### config.mk
export PLATFORM = sky130hd
export DESIGN_NAME = sbbs_ctl_flat
export DESIGN_NICKNAME = d
export VERILOG_FILES = /design/src/design/sbbs_pkg.sv /design/src/design/sbbs_if.sv /design/src/design/sbbs_ctl.sv /design/src/flat_wrapper.sv
export VERILOG_INCLUDE_DIRS = /design/src /design/src/design
export SDC_FILE = /design/constraint.sdc
export NUM_CORES = 1
export LEC_CHECK = 0
export BUFFER_PORTS_ARGS = -buffer_cell sky130_fd_sc_hd__buf_2
export CORE_MARGIN = 2
export CORE_UTILIZATION = 60
export CTS_BUF_LIST = sky130_fd_sc_hd__clkbuf_8
export CTS_CLUSTER_DIAMETER = 50
export DETAILED_ROUTE_END_ITERATION = 8
export PLACE_DENSITY = 0.83
export SYNTH_ARGS = -nofsm -noshare
export SYNTH_HDL_FRONTEND = slang
export SYNTH_SLANG_ARGS = --single-unit
### constraint.sdc
create_clock -name clk_sys -period 10.1 [get_ports clk_sys]
set_input_delay 1.515 -clock clk_sys [delete_from_list [all_inputs] [get_ports clk_sys]]
set_output_delay 1.515 -clock clk_sys [all_outputs]
set_load 0.005 [all_outputs]
### src/design/sbbs_map.svh
`ifndef SBBS_MAP_SVH
`define SBBS_MAP_SVH

// Pin codes {chip_select_n, row_strobe_n, column_strobe_n, write_enable_n}
`define SBBS_PINS_DESEL 4'hF
`define SBBS_PINS_NOP 4'h7
`define SBBS_PINS_HALT 4'h6
`define SBBS_PINS_READ 4'h5
`define SBBS_PINS_WRITE 4'h4
`define SBBS_PINS_OPEN 4'h3
`define SBBS_PINS_CLOSE 4'h2
`define SBBS_PINS_REFRESH 4'h1
`define SBBS_PINS_CONFIG 4'h0

// Default cycle counts
`define SBBS_BURST_LEN 2
`define SBBS_PRE_CYC 3
`define SBBS_WREC_CYC 2
`define SBBS_MAX_CNT 255
`define SBBS_BUF_DEPTH 2

// Counter steps
`define SBBS_CNT_ONE 8'h01
`define SBBS_CNT_ZERO 8'h00

`endif

### src/design/sbbs_pkg.sv
package sbbs_pkg;

`include "sbbs_map.svh"

typedef enum logic [3:0] {
   chip_unselected,
   nop_cmd,
   burst_halt_cmd,
   fetch_burst_cmd,
   store_burst_cmd,
   row_open_cmd,
   bank_close_cmd,
   refresh_cmd,
   config_load_cmd
} sbbs_cmd_t;

typedef enum logic [3:0] {
   bank_idle,
   bank_active,
   bank_read,
   bank_write,
   bank_read_ac,
   bank_write_ac,
   bank_wrec,
   bank_wrec_ac,
   bank_precharge
} sbbs_bank_st_t;

typedef enum logic [3:0] {
   op_nop,
   op_open,
   op_read,
   op_read_ac,
   op_write,
   op_write_ac,
   op_halt,
   op_close,
   op_close_all
} sbbs_op_t;

typedef struct packed {
   sbbs_bank_st_t st;
   logic [7:0] cnt;
   logic illegal;
   logic rd;
   logic wr;
   logic start;
} sbbs_step_t;

function automatic sbbs_cmd_t sbbs_decode(input logic [3:0] pins);
   sbbs_cmd_t c;
   c = nop_cmd;
   if (pins[3]) begin
      c = chip_unselected;
   end else begin
      case (pins)
         `SBBS_PINS_NOP: c = nop_cmd;
         `SBBS_PINS_HALT: c = burst_halt_cmd;
         `SBBS_PINS_READ: c = fetch_burst_cmd;
         `SBBS_PINS_WRITE: c = store_burst_cmd;
         `SBBS_PINS_OPEN: c = row_open_cmd;
         `SBBS_PINS_CLOSE: c = bank_close_cmd;
         `SBBS_PINS_REFRESH: c = refresh_cmd;
         `SBBS_PINS_CONFIG: c = config_load_cmd;
         default: c = nop_cmd;
      endcase
   end
   return c;
endfunction

// One clock of one bank; shared by the device and the controller mirror
function automatic sbbs_step_t sbbs_bank_step(
   input sbbs_bank_st_t st,
   input logic [7:0] cnt,
   input sbbs_cmd_t cmd,
   input logic hit,
   input logic ac,
   input logic [7:0] bl,
   input logic [7:0] pre_c,
   input logic [7:0] wr_c
);
   sbbs_step_t r;
   logic mine;
   logic col;
   logic quiet;
   logic other_col;
   logic word;
   logic fin;
   r = '{st: st, cnt: cnt, illegal: 1'b0, rd: 1'b0, wr: 1'b0,
         start: 1'b0};
   word = 1'b0;
   fin = 1'b0;
   col = (cmd == fetch_burst_cmd) || (cmd == store_burst_cmd);
   case (cmd)
      burst_halt_cmd, refresh_cmd, config_load_cmd: mine = 1'b1;
      bank_close_cmd: mine = hit || ac;
      default: mine = hit;
   endcase
   quiet = !mine || (cmd == chip_unselected) || (cmd == nop_cmd);
   other_col = col && !hit;
   case (st)
      bank_idle: begin
         if (!quiet && col) begin
            r.illegal = 1'b1;
         end else if (!quiet && cmd == row_open_cmd) begin
            r.st = bank_active;
         end
      end
      bank_active, bank_wrec: begin
         if (quiet) begin
            if (st == bank_wrec) begin
               r.cnt = cnt - `SBBS_CNT_ONE;
               if (cnt == `SBBS_CNT_ONE) begin
                  r.st = bank_active;
               end
            end
         end else if (col) begin
            r.start = 1'b1;
         end else if (cmd == bank_close_cmd && st == bank_active) begin
            r.st = bank_precharge;
            r.cnt = pre_c;
         end else if (cmd != burst_halt_cmd) begin
            r.illegal = 1'b1;
         end
      end
      bank_read, bank_write: begin
         if (quiet) begin
            word = !other_col;
            fin = other_col;
         end else if (col) begin
            r.start = 1'b1;
         end else if (cmd == burst_halt_cmd) begin
            r.st = bank_active;
         end else if (cmd == bank_close_cmd) begin
            r.st = bank_precharge;
            r.cnt = pre_c;
         end else begin
            r.illegal = 1'b1;
         end
      end
      bank_read_ac, bank_write_ac: begin
         if (quiet) begin
            word = !other_col;
            fin = other_col;
         end else begin
            r.illegal = 1'b1;
         end
      end
      bank_wrec_ac: begin
         if (quiet || cmd == burst_halt_cmd) begin
            r.cnt = cnt - `SBBS_CNT_ONE;
            if (cnt == `SBBS_CNT_ONE) begin
               r.st = bank_precharge;
               r.cnt = pre_c;
            end
         end else begin
            r.illegal = 1'b1;
         end
      end
      bank_precharge: begin
         // A repeated close only counts on, never reloads the timer
         if (quiet || cmd == burst_halt_cmd || cmd == bank_close_cmd) begin
            r.cnt = cnt - `SBBS_CNT_ONE;
            if (cnt == `SBBS_CNT_ONE) begin
               r.st = bank_idle;
            end
         end else begin
            r.illegal = 1'b1;
         end
      end
      default: r.st = bank_idle;
   endcase
   if (r.start) begin
      if (cmd == fetch_burst_cmd) begin
         r.st = ac ? bank_read_ac : bank_read;
      end else begin
         r.st = ac ? bank_write_ac : bank_write;
      end
      r.cnt = bl;
      word = 1'b1;
   end
   if (word) begin
      r.rd = (r.st == bank_read) || (r.st == bank_read_ac);
      r.wr = !r.rd;
      r.cnt = r.cnt - `SBBS_CNT_ONE;
      fin = (r.cnt == `SBBS_CNT_ZERO);
   end
   if (fin) begin
      case (r.st)
         bank_read: r.st = bank_active;
         bank_write: begin
            r.st = bank_wrec;
            r.cnt = wr_c;
         end
         bank_read_ac: begin
            r.st = bank_precharge;
            r.cnt = pre_c;
         end
         bank_write_ac: begin
            r.st = bank_wrec_ac;
            r.cnt = wr_c;
         end
         default: r.st = r.st;
      endcase
   end
   return r;
endfunction

endpackage

### src/design/sbbs_if.sv
`timescale 1ns/100ps
interface sbbs_if #(
   parameter int COL_W = 4,
   parameter int DATA_W = 16
);
   logic chip_select_n;
   logic row_strobe_n;
   logic column_strobe_n;
   logic write_enable_n;
   logic bank_select_bit;
   logic autoclose_addr_bit;
   logic [COL_W-1:0] col_addr;
   logic [DATA_W-1:0] wr_data;
   logic [DATA_W-1:0] rd_data;
   logic rd_valid;

   modport ctl(
      output chip_select_n,
      output row_strobe_n,
      output column_strobe_n,
      output write_enable_n,
      output bank_select_bit,
      output autoclose_addr_bit,
      output col_addr,
      output wr_data,
      input rd_data,
      input rd_valid
   );

   modport mem(
      input chip_select_n,
      input row_strobe_n,
      input column_strobe_n,
      input write_enable_n,
      input bank_select_bit,
      input autoclose_addr_bit,
      input col_addr,
      input wr_data,
      output rd_data,
      output rd_valid
   );
endinterface

### src/design/sbbs_ctl.sv
`timescale 1ns/100ps
`include "sbbs_map.svh"
module sbbs_ctl #(
   parameter int BURST_LEN = `SBBS_BURST_LEN,
   parameter int PRE_CYC = `SBBS_PRE_CYC,
   parameter int WREC_CYC = `SBBS_WREC_CYC,
   parameter int COL_W = 4,
   parameter int DATA_W = 16
) (
   input wire logic clk_sys,
   input wire logic rstn,
   sbbs_if.ctl lnk,
   input wire logic req_valid,
   output logic req_ready,
   input wire sbbs_pkg::sbbs_op_t req_op,
   input wire logic req_bank,
   input wire logic [COL_W-1:0] req_col,
   input wire logic [DATA_W-1:0] req_wdata,
   output logic req_refused,
   output logic rd_word_valid,
   input wire logic rd_word_ready,
   output logic [DATA_W-1:0] rd_word
);
   import sbbs_pkg::*;

   // Whole bursts must fit the read buffer, since the link cannot stall
   if (BURST_LEN < 1 || BURST_LEN > `SBBS_BUF_DEPTH ||
       PRE_CYC < 1 || PRE_CYC > `SBBS_MAX_CNT ||
       WREC_CYC < 1 || WREC_CYC > `SBBS_MAX_CNT) begin : g_bad
      $error("sbbs_ctl: count parameter out of range");
   end

   sbbs_bank_st_t st_reg [2];
   sbbs_bank_st_t st_next [2];
   logic [7:0] cnt_reg [2];
   logic [7:0] cnt_next [2];
   logic [3:0] pins_reg, pins_next;
   logic bank_reg, bank_next;
   logic ac_reg, ac_next;
   logic [COL_W-1:0] col_reg, col_next;
   logic [DATA_W-1:0] wd_reg, wd_next;
   logic refused_reg, refused_next;
   logic ready_reg, ready_next;
   logic p1_reg, p1_next, p2_reg, p2_next;
   logic ov_reg, ov_next, sv_reg, sv_next;
   logic [DATA_W-1:0] od_reg, od_next, sd_reg, sd_next;

   always_comb begin
      sbbs_cmd_t cmd;
      sbbs_step_t s;
      logic ac;
      logic bad;
      logic rd_any;
      logic reading;
      cmd = chip_unselected;
      s = '0;
      ac = 1'b0;
      bad = 1'b0;
      rd_any = 1'b0;
      reading = 1'b0;
      if (req_valid && ready_reg) begin
         case (req_op)
            op_open: cmd = row_open_cmd;
            op_read: cmd = fetch_burst_cmd;
            op_read_ac: begin
               cmd = fetch_burst_cmd;
               ac = 1'b1;
            end
            op_write: cmd = store_burst_cmd;
            op_write_ac: begin
               cmd = store_burst_cmd;
               ac = 1'b1;
            end
            op_halt: cmd = burst_halt_cmd;
            op_close: cmd = bank_close_cmd;
            op_close_all: begin
               cmd = bank_close_cmd;
               ac = 1'b1;
            end
            default: cmd = nop_cmd;
         endcase
      end
      for (int b = 0; b < 2; b++) begin
         s = sbbs_bank_step(st_reg[b], cnt_reg[b], cmd, req_bank == 1'(b),
            ac, 8'(BURST_LEN), 8'(PRE_CYC), 8'(WREC_CYC));
         bad = bad | s.illegal;
      end
      // Forbidden for a bank's tracked state: never reaches the pins
      if (bad) begin
         cmd = chip_unselected;
      end
      for (int b = 0; b < 2; b++) begin
         s = sbbs_bank_step(st_reg[b], cnt_reg[b], cmd, req_bank == 1'(b),
            ac, 8'(BURST_LEN), 8'(PRE_CYC), 8'(WREC_CYC));
         st_next[b] = s.st;
         cnt_next[b] = s.cnt;
         rd_any = rd_any | s.rd;
         reading = reading | (s.st == bank_read) | (s.st == bank_read_ac);
      end
      case (cmd)
         nop_cmd: pins_next = `SBBS_PINS_NOP;
         burst_halt_cmd: pins_next = `SBBS_PINS_HALT;
         fetch_burst_cmd: pins_next = `SBBS_PINS_READ;
         store_burst_cmd: pins_next = `SBBS_PINS_WRITE;
         row_open_cmd: pins_next = `SBBS_PINS_OPEN;
         bank_close_cmd: pins_next = `SBBS_PINS_CLOSE;
         default: pins_next = `SBBS_PINS_DESEL;
      endcase
      refused_next = bad;
      bank_next = bank_reg;
      ac_next = ac_reg;
      col_next = col_reg;
      wd_next = wd_reg;
      if (req_valid && ready_reg) begin
         bank_next = req_bank;
         ac_next = ac;
         col_next = req_col;
         wd_next = req_wdata;
      end
      p1_next = rd_any;
      p2_next = p1_reg;
      ov_next = ov_reg;
      od_next = od_reg;
      sv_next = sv_reg;
      sd_next = sd_reg;
      if (ov_reg && rd_word_ready) begin
         ov_next = sv_reg;
         od_next = sd_reg;
         sv_next = 1'b0;
      end
      if (lnk.rd_valid) begin
         if (!ov_next) begin
            ov_next = 1'b1;
            od_next = lnk.rd_data;
         end else begin
            sv_next = 1'b1;
            sd_next = lnk.rd_data;
         end
      end
      // Stall requests while read words are owed or still buffered
      ready_next = !ov_next && !sv_next && !p1_next && !p2_next && !reading;
   end

   always_ff @(posedge clk_sys) begin
      if (!rstn) begin
         st_reg <= '{bank_idle, bank_idle};
         cnt_reg <= '{`SBBS_CNT_ZERO, `SBBS_CNT_ZERO};
         pins_reg <= `SBBS_PINS_DESEL;
         bank_reg <= 1'b0;
         ac_reg <= 1'b0;
         col_reg <= '0;
         wd_reg <= '0;
         refused_reg <= 1'b0;
         ready_reg <= 1'b0;
         p1_reg <= 1'b0;
         p2_reg <= 1'b0;
         ov_reg <= 1'b0;
         sv_reg <= 1'b0;
         od_reg <= '0;
         sd_reg <= '0;
      end else begin
         st_reg <= st_next;
         cnt_reg <= cnt_next;
         pins_reg <= pins_next;
         bank_reg <= bank_next;
         ac_reg <= ac_next;
         col_reg <= col_next;
         wd_reg <= wd_next;
         refused_reg <= refused_next;
         ready_reg <= ready_next;
         p1_reg <= p1_next;
         p2_reg <= p2_next;
         ov_reg <= ov_next;
         sv_reg <= sv_next;
         od_reg <= od_next;
         sd_reg <= sd_next;
      end
   end

   assign lnk.chip_select_n = pins_reg[3];
   assign lnk.row_strobe_n = pins_reg[2];
   assign lnk.column_strobe_n = pins_reg[1];
   assign lnk.write_enable_n = pins_reg[0];
   assign lnk.bank_select_bit = bank_reg;
   assign lnk.autoclose_addr_bit = ac_reg;
   assign lnk.col_addr = col_reg;
   assign lnk.wr_data = wd_reg;
   assign req_ready = ready_reg;
   assign req_refused = refused_reg;
   assign rd_word_valid = ov_reg;
   assign rd_word = od_reg;
endmodule

### src/flat_wrapper.sv
// flat-port wrapper written by rule: the top's interface ports become plain ports
module sbbs_ctl_flat import sbbs_pkg::*;
#(
   parameter int BURST_LEN = `SBBS_BURST_LEN,
   parameter int PRE_CYC = `SBBS_PRE_CYC,
   parameter int WREC_CYC = `SBBS_WREC_CYC,
   parameter int COL_W = 4,
   parameter int DATA_W = 16
)
  (clk_sys, rstn, req_valid, req_ready, req_op, req_bank, req_col, req_wdata, req_refused, rd_word_valid, rd_word_ready, rd_word, lnk_chip_select_n, lnk_row_strobe_n, lnk_column_strobe_n, lnk_write_enable_n, lnk_bank_select_bit, lnk_autoclose_addr_bit, lnk_col_addr, lnk_wr_data, lnk_rd_data, lnk_rd_valid);
  sbbs_if #(.COL_W(COL_W), .DATA_W(DATA_W)) lnk_i ();
  input wire logic clk_sys;
  input wire logic rstn;
  input wire logic req_valid;
  output logic req_ready;
  input wire sbbs_pkg::sbbs_op_t req_op;
  input wire logic req_bank;
  input wire logic [COL_W-1:0] req_col;
  input wire logic [DATA_W-1:0] req_wdata;
  output logic req_refused;
  output logic rd_word_valid;
  input wire logic rd_word_ready;
  output logic [DATA_W-1:0] rd_word;
  output wire logic [$bits(lnk_i.chip_select_n)-1:0] lnk_chip_select_n;
  output wire logic [$bits(lnk_i.row_strobe_n)-1:0] lnk_row_strobe_n;
  output wire logic [$bits(lnk_i.column_strobe_n)-1:0] lnk_column_strobe_n;
  output wire logic [$bits(lnk_i.write_enable_n)-1:0] lnk_write_enable_n;
  output wire logic [$bits(lnk_i.bank_select_bit)-1:0] lnk_bank_select_bit;
  output wire logic [$bits(lnk_i.autoclose_addr_bit)-1:0] lnk_autoclose_addr_bit;
  output wire logic [$bits(lnk_i.col_addr)-1:0] lnk_col_addr;
  output wire logic [$bits(lnk_i.wr_data)-1:0] lnk_wr_data;
  input wire logic [$bits(lnk_i.rd_data)-1:0] lnk_rd_data;
  input wire logic [$bits(lnk_i.rd_valid)-1:0] lnk_rd_valid;
  assign lnk_chip_select_n = lnk_i.chip_select_n;
  assign lnk_row_strobe_n = lnk_i.row_strobe_n;
  assign lnk_column_strobe_n = lnk_i.column_strobe_n;
  assign lnk_write_enable_n = lnk_i.write_enable_n;
  assign lnk_bank_select_bit = lnk_i.bank_select_bit;
  assign lnk_autoclose_addr_bit = lnk_i.autoclose_addr_bit;
  assign lnk_col_addr = lnk_i.col_addr;
  assign lnk_wr_data = lnk_i.wr_data;
  assign lnk_i.rd_data = lnk_rd_data;
  assign lnk_i.rd_valid = lnk_rd_valid;
  sbbs_ctl #(.BURST_LEN(BURST_LEN), .PRE_CYC(PRE_CYC), .WREC_CYC(WREC_CYC), .COL_W(COL_W), .DATA_W(DATA_W)) u_core (.clk_sys(clk_sys), .rstn(rstn), .lnk(lnk_i), .req_valid(req_valid), .req_ready(req_ready), .req_op(req_op), .req_bank(req_bank), .req_col(req_col), .req_wdata(req_wdata), .req_refused(req_refused), .rd_word_valid(rd_word_valid), .rd_word_ready(rd_word_ready), .rd_word(rd_word));
endmodule
==> flow_metrics.py, run 1 <==
metrics = {
    "finish": {
        "final_util": 0.683,
        "seqCellArea_um2": 1740,
        "finish.instance_area_um2": 6710,
        "multiInputGateArea_um2": 4040,
        "n_fill_cell": 853,
        "antenna_cells": 0,
        "syn2layout_area_growth_pct": 9.48,
        "layout-drive-gt1-share": 0.157,
        "nets": 948,
        "fin_cells": 1032,
    },
    "synth": {
        "synth_cell_types": 91,
        "netlist_area_um2": 6120,
        "syn_avg_cell_area_um2": 7.25,
        "synth_area_leaders": "dfxtp_1 28%, nand2_1 9.7%, a21oi_1 7.2%",
        "postSynthCellCount": 845,
        "async_reset_ff_frac": 0,
        "synth_seq_cells": 87,
        "yosysWarnings": 0,
        "synth_top_area_frac": 0.284,
        "synth_nets": 899,
        "ys.flop_type": "dfxtp_1",
        "yosysSeqAreaShare": 0.284,
        "yosys.area.top_type": "dfxtp_1",
        "synth_edf_count": 0,
    },
    "timing": {
        "rsz0062_at_grt": "false",
        "period_share": 0.590,
        "fin_skew_ns": 0.0182,
        "worstMarginPinSlew_ns": 1.13,
        "relSlewSlack": 0.244,
        "setup_violations": 0,
        "drv_slew": 0,
        "tns_ns": 0,
        "setup_slack_ns": 4.14,
        "hold_viol_final": 0,
        "fin_crit_ns": 5.96,
        "fmax_ghz": 0.168,
    },
    "worst_setup_path": {
        "cp.required_ns": 10.40,
        "critPathBufInv": 2,
        "crit_path_end_kind": "flop",
        "slowest_stage": "nand2_1",
        "arrival_ns": 6.26,
        "crit_type": "primary input to flop",
        "reg2reg_to": "u_core.st_reg[1]$_SDFF_PN0_",
        "critical_path.max_stage_delay_ns": 0.82,
        "cp_max_fo": 30,
        "critPathTopFamily": "compound AO/OA/AOI/OAI gates",
        "crit_path_start_kind": "primary input",
        "r2r_slack_ns": 4.98,
        "worstReg2RegStart": "u_core.req_ready$_SDFF_PN0_",
        "critPathLaunch": "req_valid",
        "rr_worst_depth": 15,
        "cp_cell_sequence": "buf_2 > nand2_1 > a21oi_4 > o31a_1 > o221a_2 > o221ai_1 > nand3_1 > a311o_2 > inv_1 > ha_1 > o21ai_0 > a21oi_1 > nand3_1 > o32a_1 > or3_1 > a21oi_1",
    },
    "place": {
        "placed_cells": 1016,
        "dp_worst_setup_slack_ns": 3.83,
        "dp_hpwl_mm": 13.8,
        "gp_congestion": 1.06,
        "dpl-instance-area_um2": 6510,
        "portBuffers": 90,
    },
    "drt": {
        "finalWirelength_mm": 18.8,
        "drt_iter0_drc": 574,
        "drtPass1Iterations": 5,
        "wl_per_cell_um": 18.2,
        "ant_nets": 0,
        "viasPerCell": 6.48,
        "vias": 6685,
        "drc": 0,
    },
    "clock_tree": {
        "cts_buffer_depth": 2,
        "cts_max_level": 3,
        "cts_sinks": 87,
        "cts_root_buffer": "clkbuf_8",
        "postCtsHoldBufs": 0,
        "clk_latency_ns": 0.38,
        "cts_tree": "done",
        "cts_resized": 0,
        "cts.clk_slew.worst_paths_ns": 0.11,
        "cts_buffers": 9,
        "post-cts-setup-buffers": 0,
    },
    "floorplan": {
        "initial_core_util": 0.624,
        "core-area_um2": 9820,
        "dieArea_um2": 11000,
        "die_x_um": 105,
        "placementRows": 36,
        "pin_count": 91,
        "die-height_um": 105,
    },
    "global_route": {
        "use_met3": 0.0730,
        "grt_use_total": 0.331,
        "antenna_found_initial": 0,
        "met2_usage": 0.515,
        "grt-ovfl-total": 0,
        "grtUsageMet1": 0.443,
        "grt_pass1_vias": 6106,
        "grt_pass1_wl_mm": 30.0,
        "top_usage_layer": "met2",
        "grt_start_max_net_pins": 71,
    },
    "hold_path": {
        "worstHoldStart": "u_core.lnk.col_addr[1]$_SDFFE_PN0P_",
        "hold_class": "flop to flop",
        "whs_path_depth": 2,
        "min_to": "u_core.lnk.col_addr[1]$_SDFFE_PN0P_",
    },
    "status": {
        "status": "complete, no violations",
    },
    "power": {
        "p_leak_uw": 0.00255,
        "vdd_drop_max_mv": 0.109,
        "powerDensity_nw_per_um2": 101,
    },
    "flow_run": {
        "drv_cap": 0,
    },
}
## placed cells by master, fill, tap and decap left out, drive strengths merged, types with 7 or more instances in the layout
cell type  synthesis  layout
a211oi             7       7
a21o               8       8
a21oi             89      89
a311oi            19      19
and3               7       7
buf               18      92
clkbuf            36       9
dfxtp             87      87
ha                 8       8
inv               22      27
nand2            159     159
nand2b            12      12
nand3             39      39
nand3b             7       7
nor2              82      82
nor2b             10      10
nor3              25      25
nor3b              7       7
o21a               7       7
o21ai             31      31
o22a               7       7
o22ai              9       9
xnor2             17      17
xor2              12      12
## routing by layer
metal,up-vias,part of all wire
met5,-,0
met4,0,0.029
met3,57,0.11
met2,388,0.45
met1,3091,0.41
li1,3149,-
## logic make-up after synthesis
logic type | share of synthesized area
adders and majority gates | 0.0163
buffers and inverters | 0.0556
and+or+nand+nor | 0.307
xor gates and xnor gates | 0.0415
DFF | 0.284
AOI/OAI and AO/OA | 0.285
muxes | 0.0106
## metrics by stage
stage	hold WS (ns)	total power [uW]
after floorplan	0.437	407
after global placement	0.441	432
after detailed placement	0.447	435
after CTS	0.462	679
after global routing	0.478	700
final	0.458	678
## cells in the mapped netlist (6+ instances only)
| master | number |
|---|---|
| inv_1 | 22 |
| buf_2 | 7 |
| xnor2_1 | 17 |
| nor2b_1 | 10 |
| nand3b_1 | 7 |
| a21oi_1 | 88 |
| dfxtp_1 | 87 |
| nand4_1 | 6 |
| a211oi_1 | 6 |
| xor2_1 | 12 |
| clkbuf_1 | 35 |
| ha_1 | 8 |
| o22ai_1 | 8 |
| nand2_1 | 159 |
| nand2b_1 | 12 |
| nor3_1 | 24 |
| and3_1 | 7 |
| a31oi_1 | 6 |
| o21a_1 | 7 |
| o21ai_0 | 28 |
| and2_1 | 6 |
| o22a_1 | 7 |
| or3_1 | 6 |
| a311oi_1 | 19 |
| nor2_1 | 81 |
| a21o_1 | 8 |
| nand3_1 | 37 |
## worst reg2reg max path, cell delays in order, from the launching register on
cell,delay (ns)
dfxtp_1,0.46
nand2_1,0.69
a211oi_1,0.60
o21ai_1,0.28
o2111a_1,0.48
o311ai_1,0.41
o22ai_2,0.19
inv_1,0.11
ha_1,0.24
inv_1,0.07
nor2_1,0.11
a32oi_1,0.14
a311o_1,0.42
o31ai_4,0.38
nand3_2,0.17
a32o_1,0.28
## worst max path at each step
stage / endpoint / slack [ns] / cells after the start
6_report: u_core.st_reg[4]$_SDFF_PN0_ / 4.14 / 16
2_1_floorplan: u_core.st_reg[1]$_SDFF_PN0_ / 4.76 / 20
4_1_cts: u_core.st_reg[4]$_SDFF_PN0_ / 4.24 / 16
3_5_place_dp: u_core.st_reg[4]$_SDFF_PN0_ / 3.83 / 16
5_1_grt: u_core.st_reg[4]$_SDFF_PN0_ / 3.90 / 16
3_3_place_gp: u_core.st_reg[4]$_SDFF_PN0_ / 3.99 / 16
## layout make-up
type                            instances  share of cell area
Clock buffer                            9              0.0185
Clock inverter                          7              0.0112
Inverter                               24              0.0134
Multi-Input combinational cell        680               0.603
Sequential cell                        87               0.260
Tap cell                              133              0.0248
Timing Repair Buffer                   92              0.0694
## report_power, final
| part | leakage (uW) | switching (uW) | internal [uW] |
|---|---|---|---|
| sequential | 0.000707 | 7.04 | 354 |
| combinational | 0.00174 | 42.4 | 24.9 |
| clock | 0.0000985 | 152 | 98.0 |
(Power assumes the default switching activity.)
==> run 2: changes to the inputs <==
Clock period 10.1 ns to 5.5 ns, I/O delays scaled along.
==> flow_metrics.py, run 2 (synthesis results as in run 1) <==
metrics = {
    "finish": {
        "layout-drive-gt1-share": 0.162,
        "syn2layout_area_growth_pct": 10.8,
        "n_fill_cell": 843,
        "antenna_cells": 0,
        "mostFrequentLayoutCells": "159 x nand2_1, 90 x buf_2, 88 x a21oi_1",
        "final_util": 0.691,
        "final_common_cell": "nand2_1",
        "nets": 954,
    },
    "timing": {
        "fmax_ghz": 0.204,
        "relSlewSlack": 0.243,
        "fin_crit_ns": 4.91,
        "fin_skew_ns": 0.00835,
        "drv_slew": 0,
        "worstMarginPinSlew_ns": 1.13,
        "tns_ns": 0,
        "rsz0062_at_grt": "false",
        "setup_violations": 0,
        "period_share": 0.892,
        "hold_viol_final": 0,
    },
    "drt": {
        "wl_met2_mm": 8.51,
        "finalWirelength_mm": 19.0,
        "vias": 6670,
        "highest_layer": "met4",
        "wl_met3_mm": 2.17,
        "drc": 0,
        "wl_per_cell_um": 18.3,
        "met1_length_mm": 7.61,
        "drtPass1Iterations": 5,
        "drt_iter0_drc": 617,
        "ant_nets": 0,
        "viasPerCell": 6.43,
    },
    "floorplan": {
        "initial_core_util": 0.624,
        "core-area_um2": 9820,
        "die_x_um": 105,
        "die-height_um": 105,
        "dieArea_um2": 11000,
        "pin_count": 91,
        "placementRows": 36,
    },
    "worst_setup_path": {
        "crit_top_cell": "inv_1",
        "crit_path_start_kind": "primary input",
        "crit_path_end_kind": "flop",
        "critPathTopFamily": "compound AO/OA/AOI/OAI gates",
        "crit_type": "primary input to flop",
        "slowest_stage": "or4b_4",
        "cp_max_fo": 14,
        "critical_path.max_stage_delay_ns": 0.62,
        "critPathBufInv": 4,
        "arrival_ns": 5.17,
        "cp.required_ns": 5.76,
        "cp_cell_sequence": "buf_2 > or4b_4 > a21oi_4 > o31a_1 > o22a_1 > o2111ai_1 > buf_4 > a211oi_2 > o22ai_2 > inv_1 > ha_1 > inv_1 > nor2_1 > a32oi_1 > a311o_1 > o31ai_4 > nand3_2 > a32o_1",
    },
    "global_route": {
        "grt_start_max_net_pins": 71,
        "grt_pass1_vias": 6302,
        "grt_use_total": 0.342,
        "grt_pass1_wl_mm": 30.9,
        "grt-ovfl-total": 0,
        "antenna_found_initial": 0,
    },
    "place": {
        "portBuffers": 90,
        "gp_congestion": 1.04,
        "dp_hpwl_mm": 14.0,
    },
    "clock_tree": {
        "postCtsHoldBufs": 0,
        "cts_root_buffer": "clkbuf_8",
        "cts.clk_slew.worst_paths_ns": 0.09,
        "cts_tree": "done",
        "cts_max_level": 3,
        "cts_resized": 0,
        "cts_sinks": 87,
        "cts_buffer_depth": 2,
        "clk_latency_ns": 0.37,
        "cts_buffers": 9,
        "post-cts-setup-buffers": 0,
    },
    "power": {
        "p_leak_uw": 0.00260,
        "powerDensity_nw_per_um2": 196,
        "vdd_drop_max_mv": 0.179,
    },
    "status": {
        "status": "complete, no violations",
    },
    "flow_run": {
        "drv_cap": 0,
    },
    "hold_path": {
        "hold_class": "flop to flop",
    },
}
[run 2: report_power, final]
group / total [uW] / switching [uW] / internal [uW]
clock network: 539 / 263 / 276
logic: 126 / 78.9 / 47.5
registers: 663 / 13.6 / 649
[run 2: area by class of cell]
class	count	area, um2	area share
multi-input cells	680	4040	0.596
flip-flops and latches	87	1740	0.257
clock inverters	6	97.6	0.0144
repair buffers	98	510	0.0752
inverters	24	90.1	0.0133
well taps	133	166	0.0245
clock buffers	10	138	0.0203
[run 2: worst paths after layout]
check / slack [ns] / endpoint / cells after the start / startpoint
min: 0.46 / u_core.lnk.wr_data[15]$_SDFFE_PN0P_ / 2 / u_core.lnk.wr_data[15]$_SDFFE_PN0P_
max: 0.59 / u_core.st_reg[1]$_SDFF_PN0_ / 18 / req_op[2]
min reg2reg: 0.46 / u_core.lnk.wr_data[15]$_SDFFE_PN0P_ / 2 / u_core.lnk.wr_data[15]$_SDFFE_PN0P_
max reg2reg: 0.64 / u_core.st_reg[1]$_SDFF_PN0_ / 16 / u_core.st_reg[5]$_SDFF_PN0_
[run 2: through the flow]
| stage | total power [uW] | instances | area, um2 | setup WS [ns] | hold WS (ns) |
|---|---|---|---|---|---|
| 3_3_place_gp | 796 | 1022 | 6550 | 0.516 | 0.438 |
| 4_1_cts | 1330 | 1038 | 6790 | 0.669 | 0.459 |
| 6_report | 1330 | 1038 | 6790 | 0.594 | 0.455 |
| 3_5_place_dp | 801 | 1022 | 6550 | 0.311 | 0.445 |
| 5_1_grt | 1370 | 1038 | 6790 | 0.406 | 0.477 |
| 2_1_floorplan | 748 | 845 | 6120 | 0.853 | 0.437 |
[run 2: tightest hold or removal path: stages, from the launching register on]
cell     delay (ns)
dfxtp_1        0.32
nand2_1        0.05
a21oi_1        0.05
[run 2: layer usage]
metal	track usage	vias to the layer above
met3	0.0923	77
met1	0.437	3009
met4	0.157	0
met2	0.535	419
met5	0	-
li1	-	3165
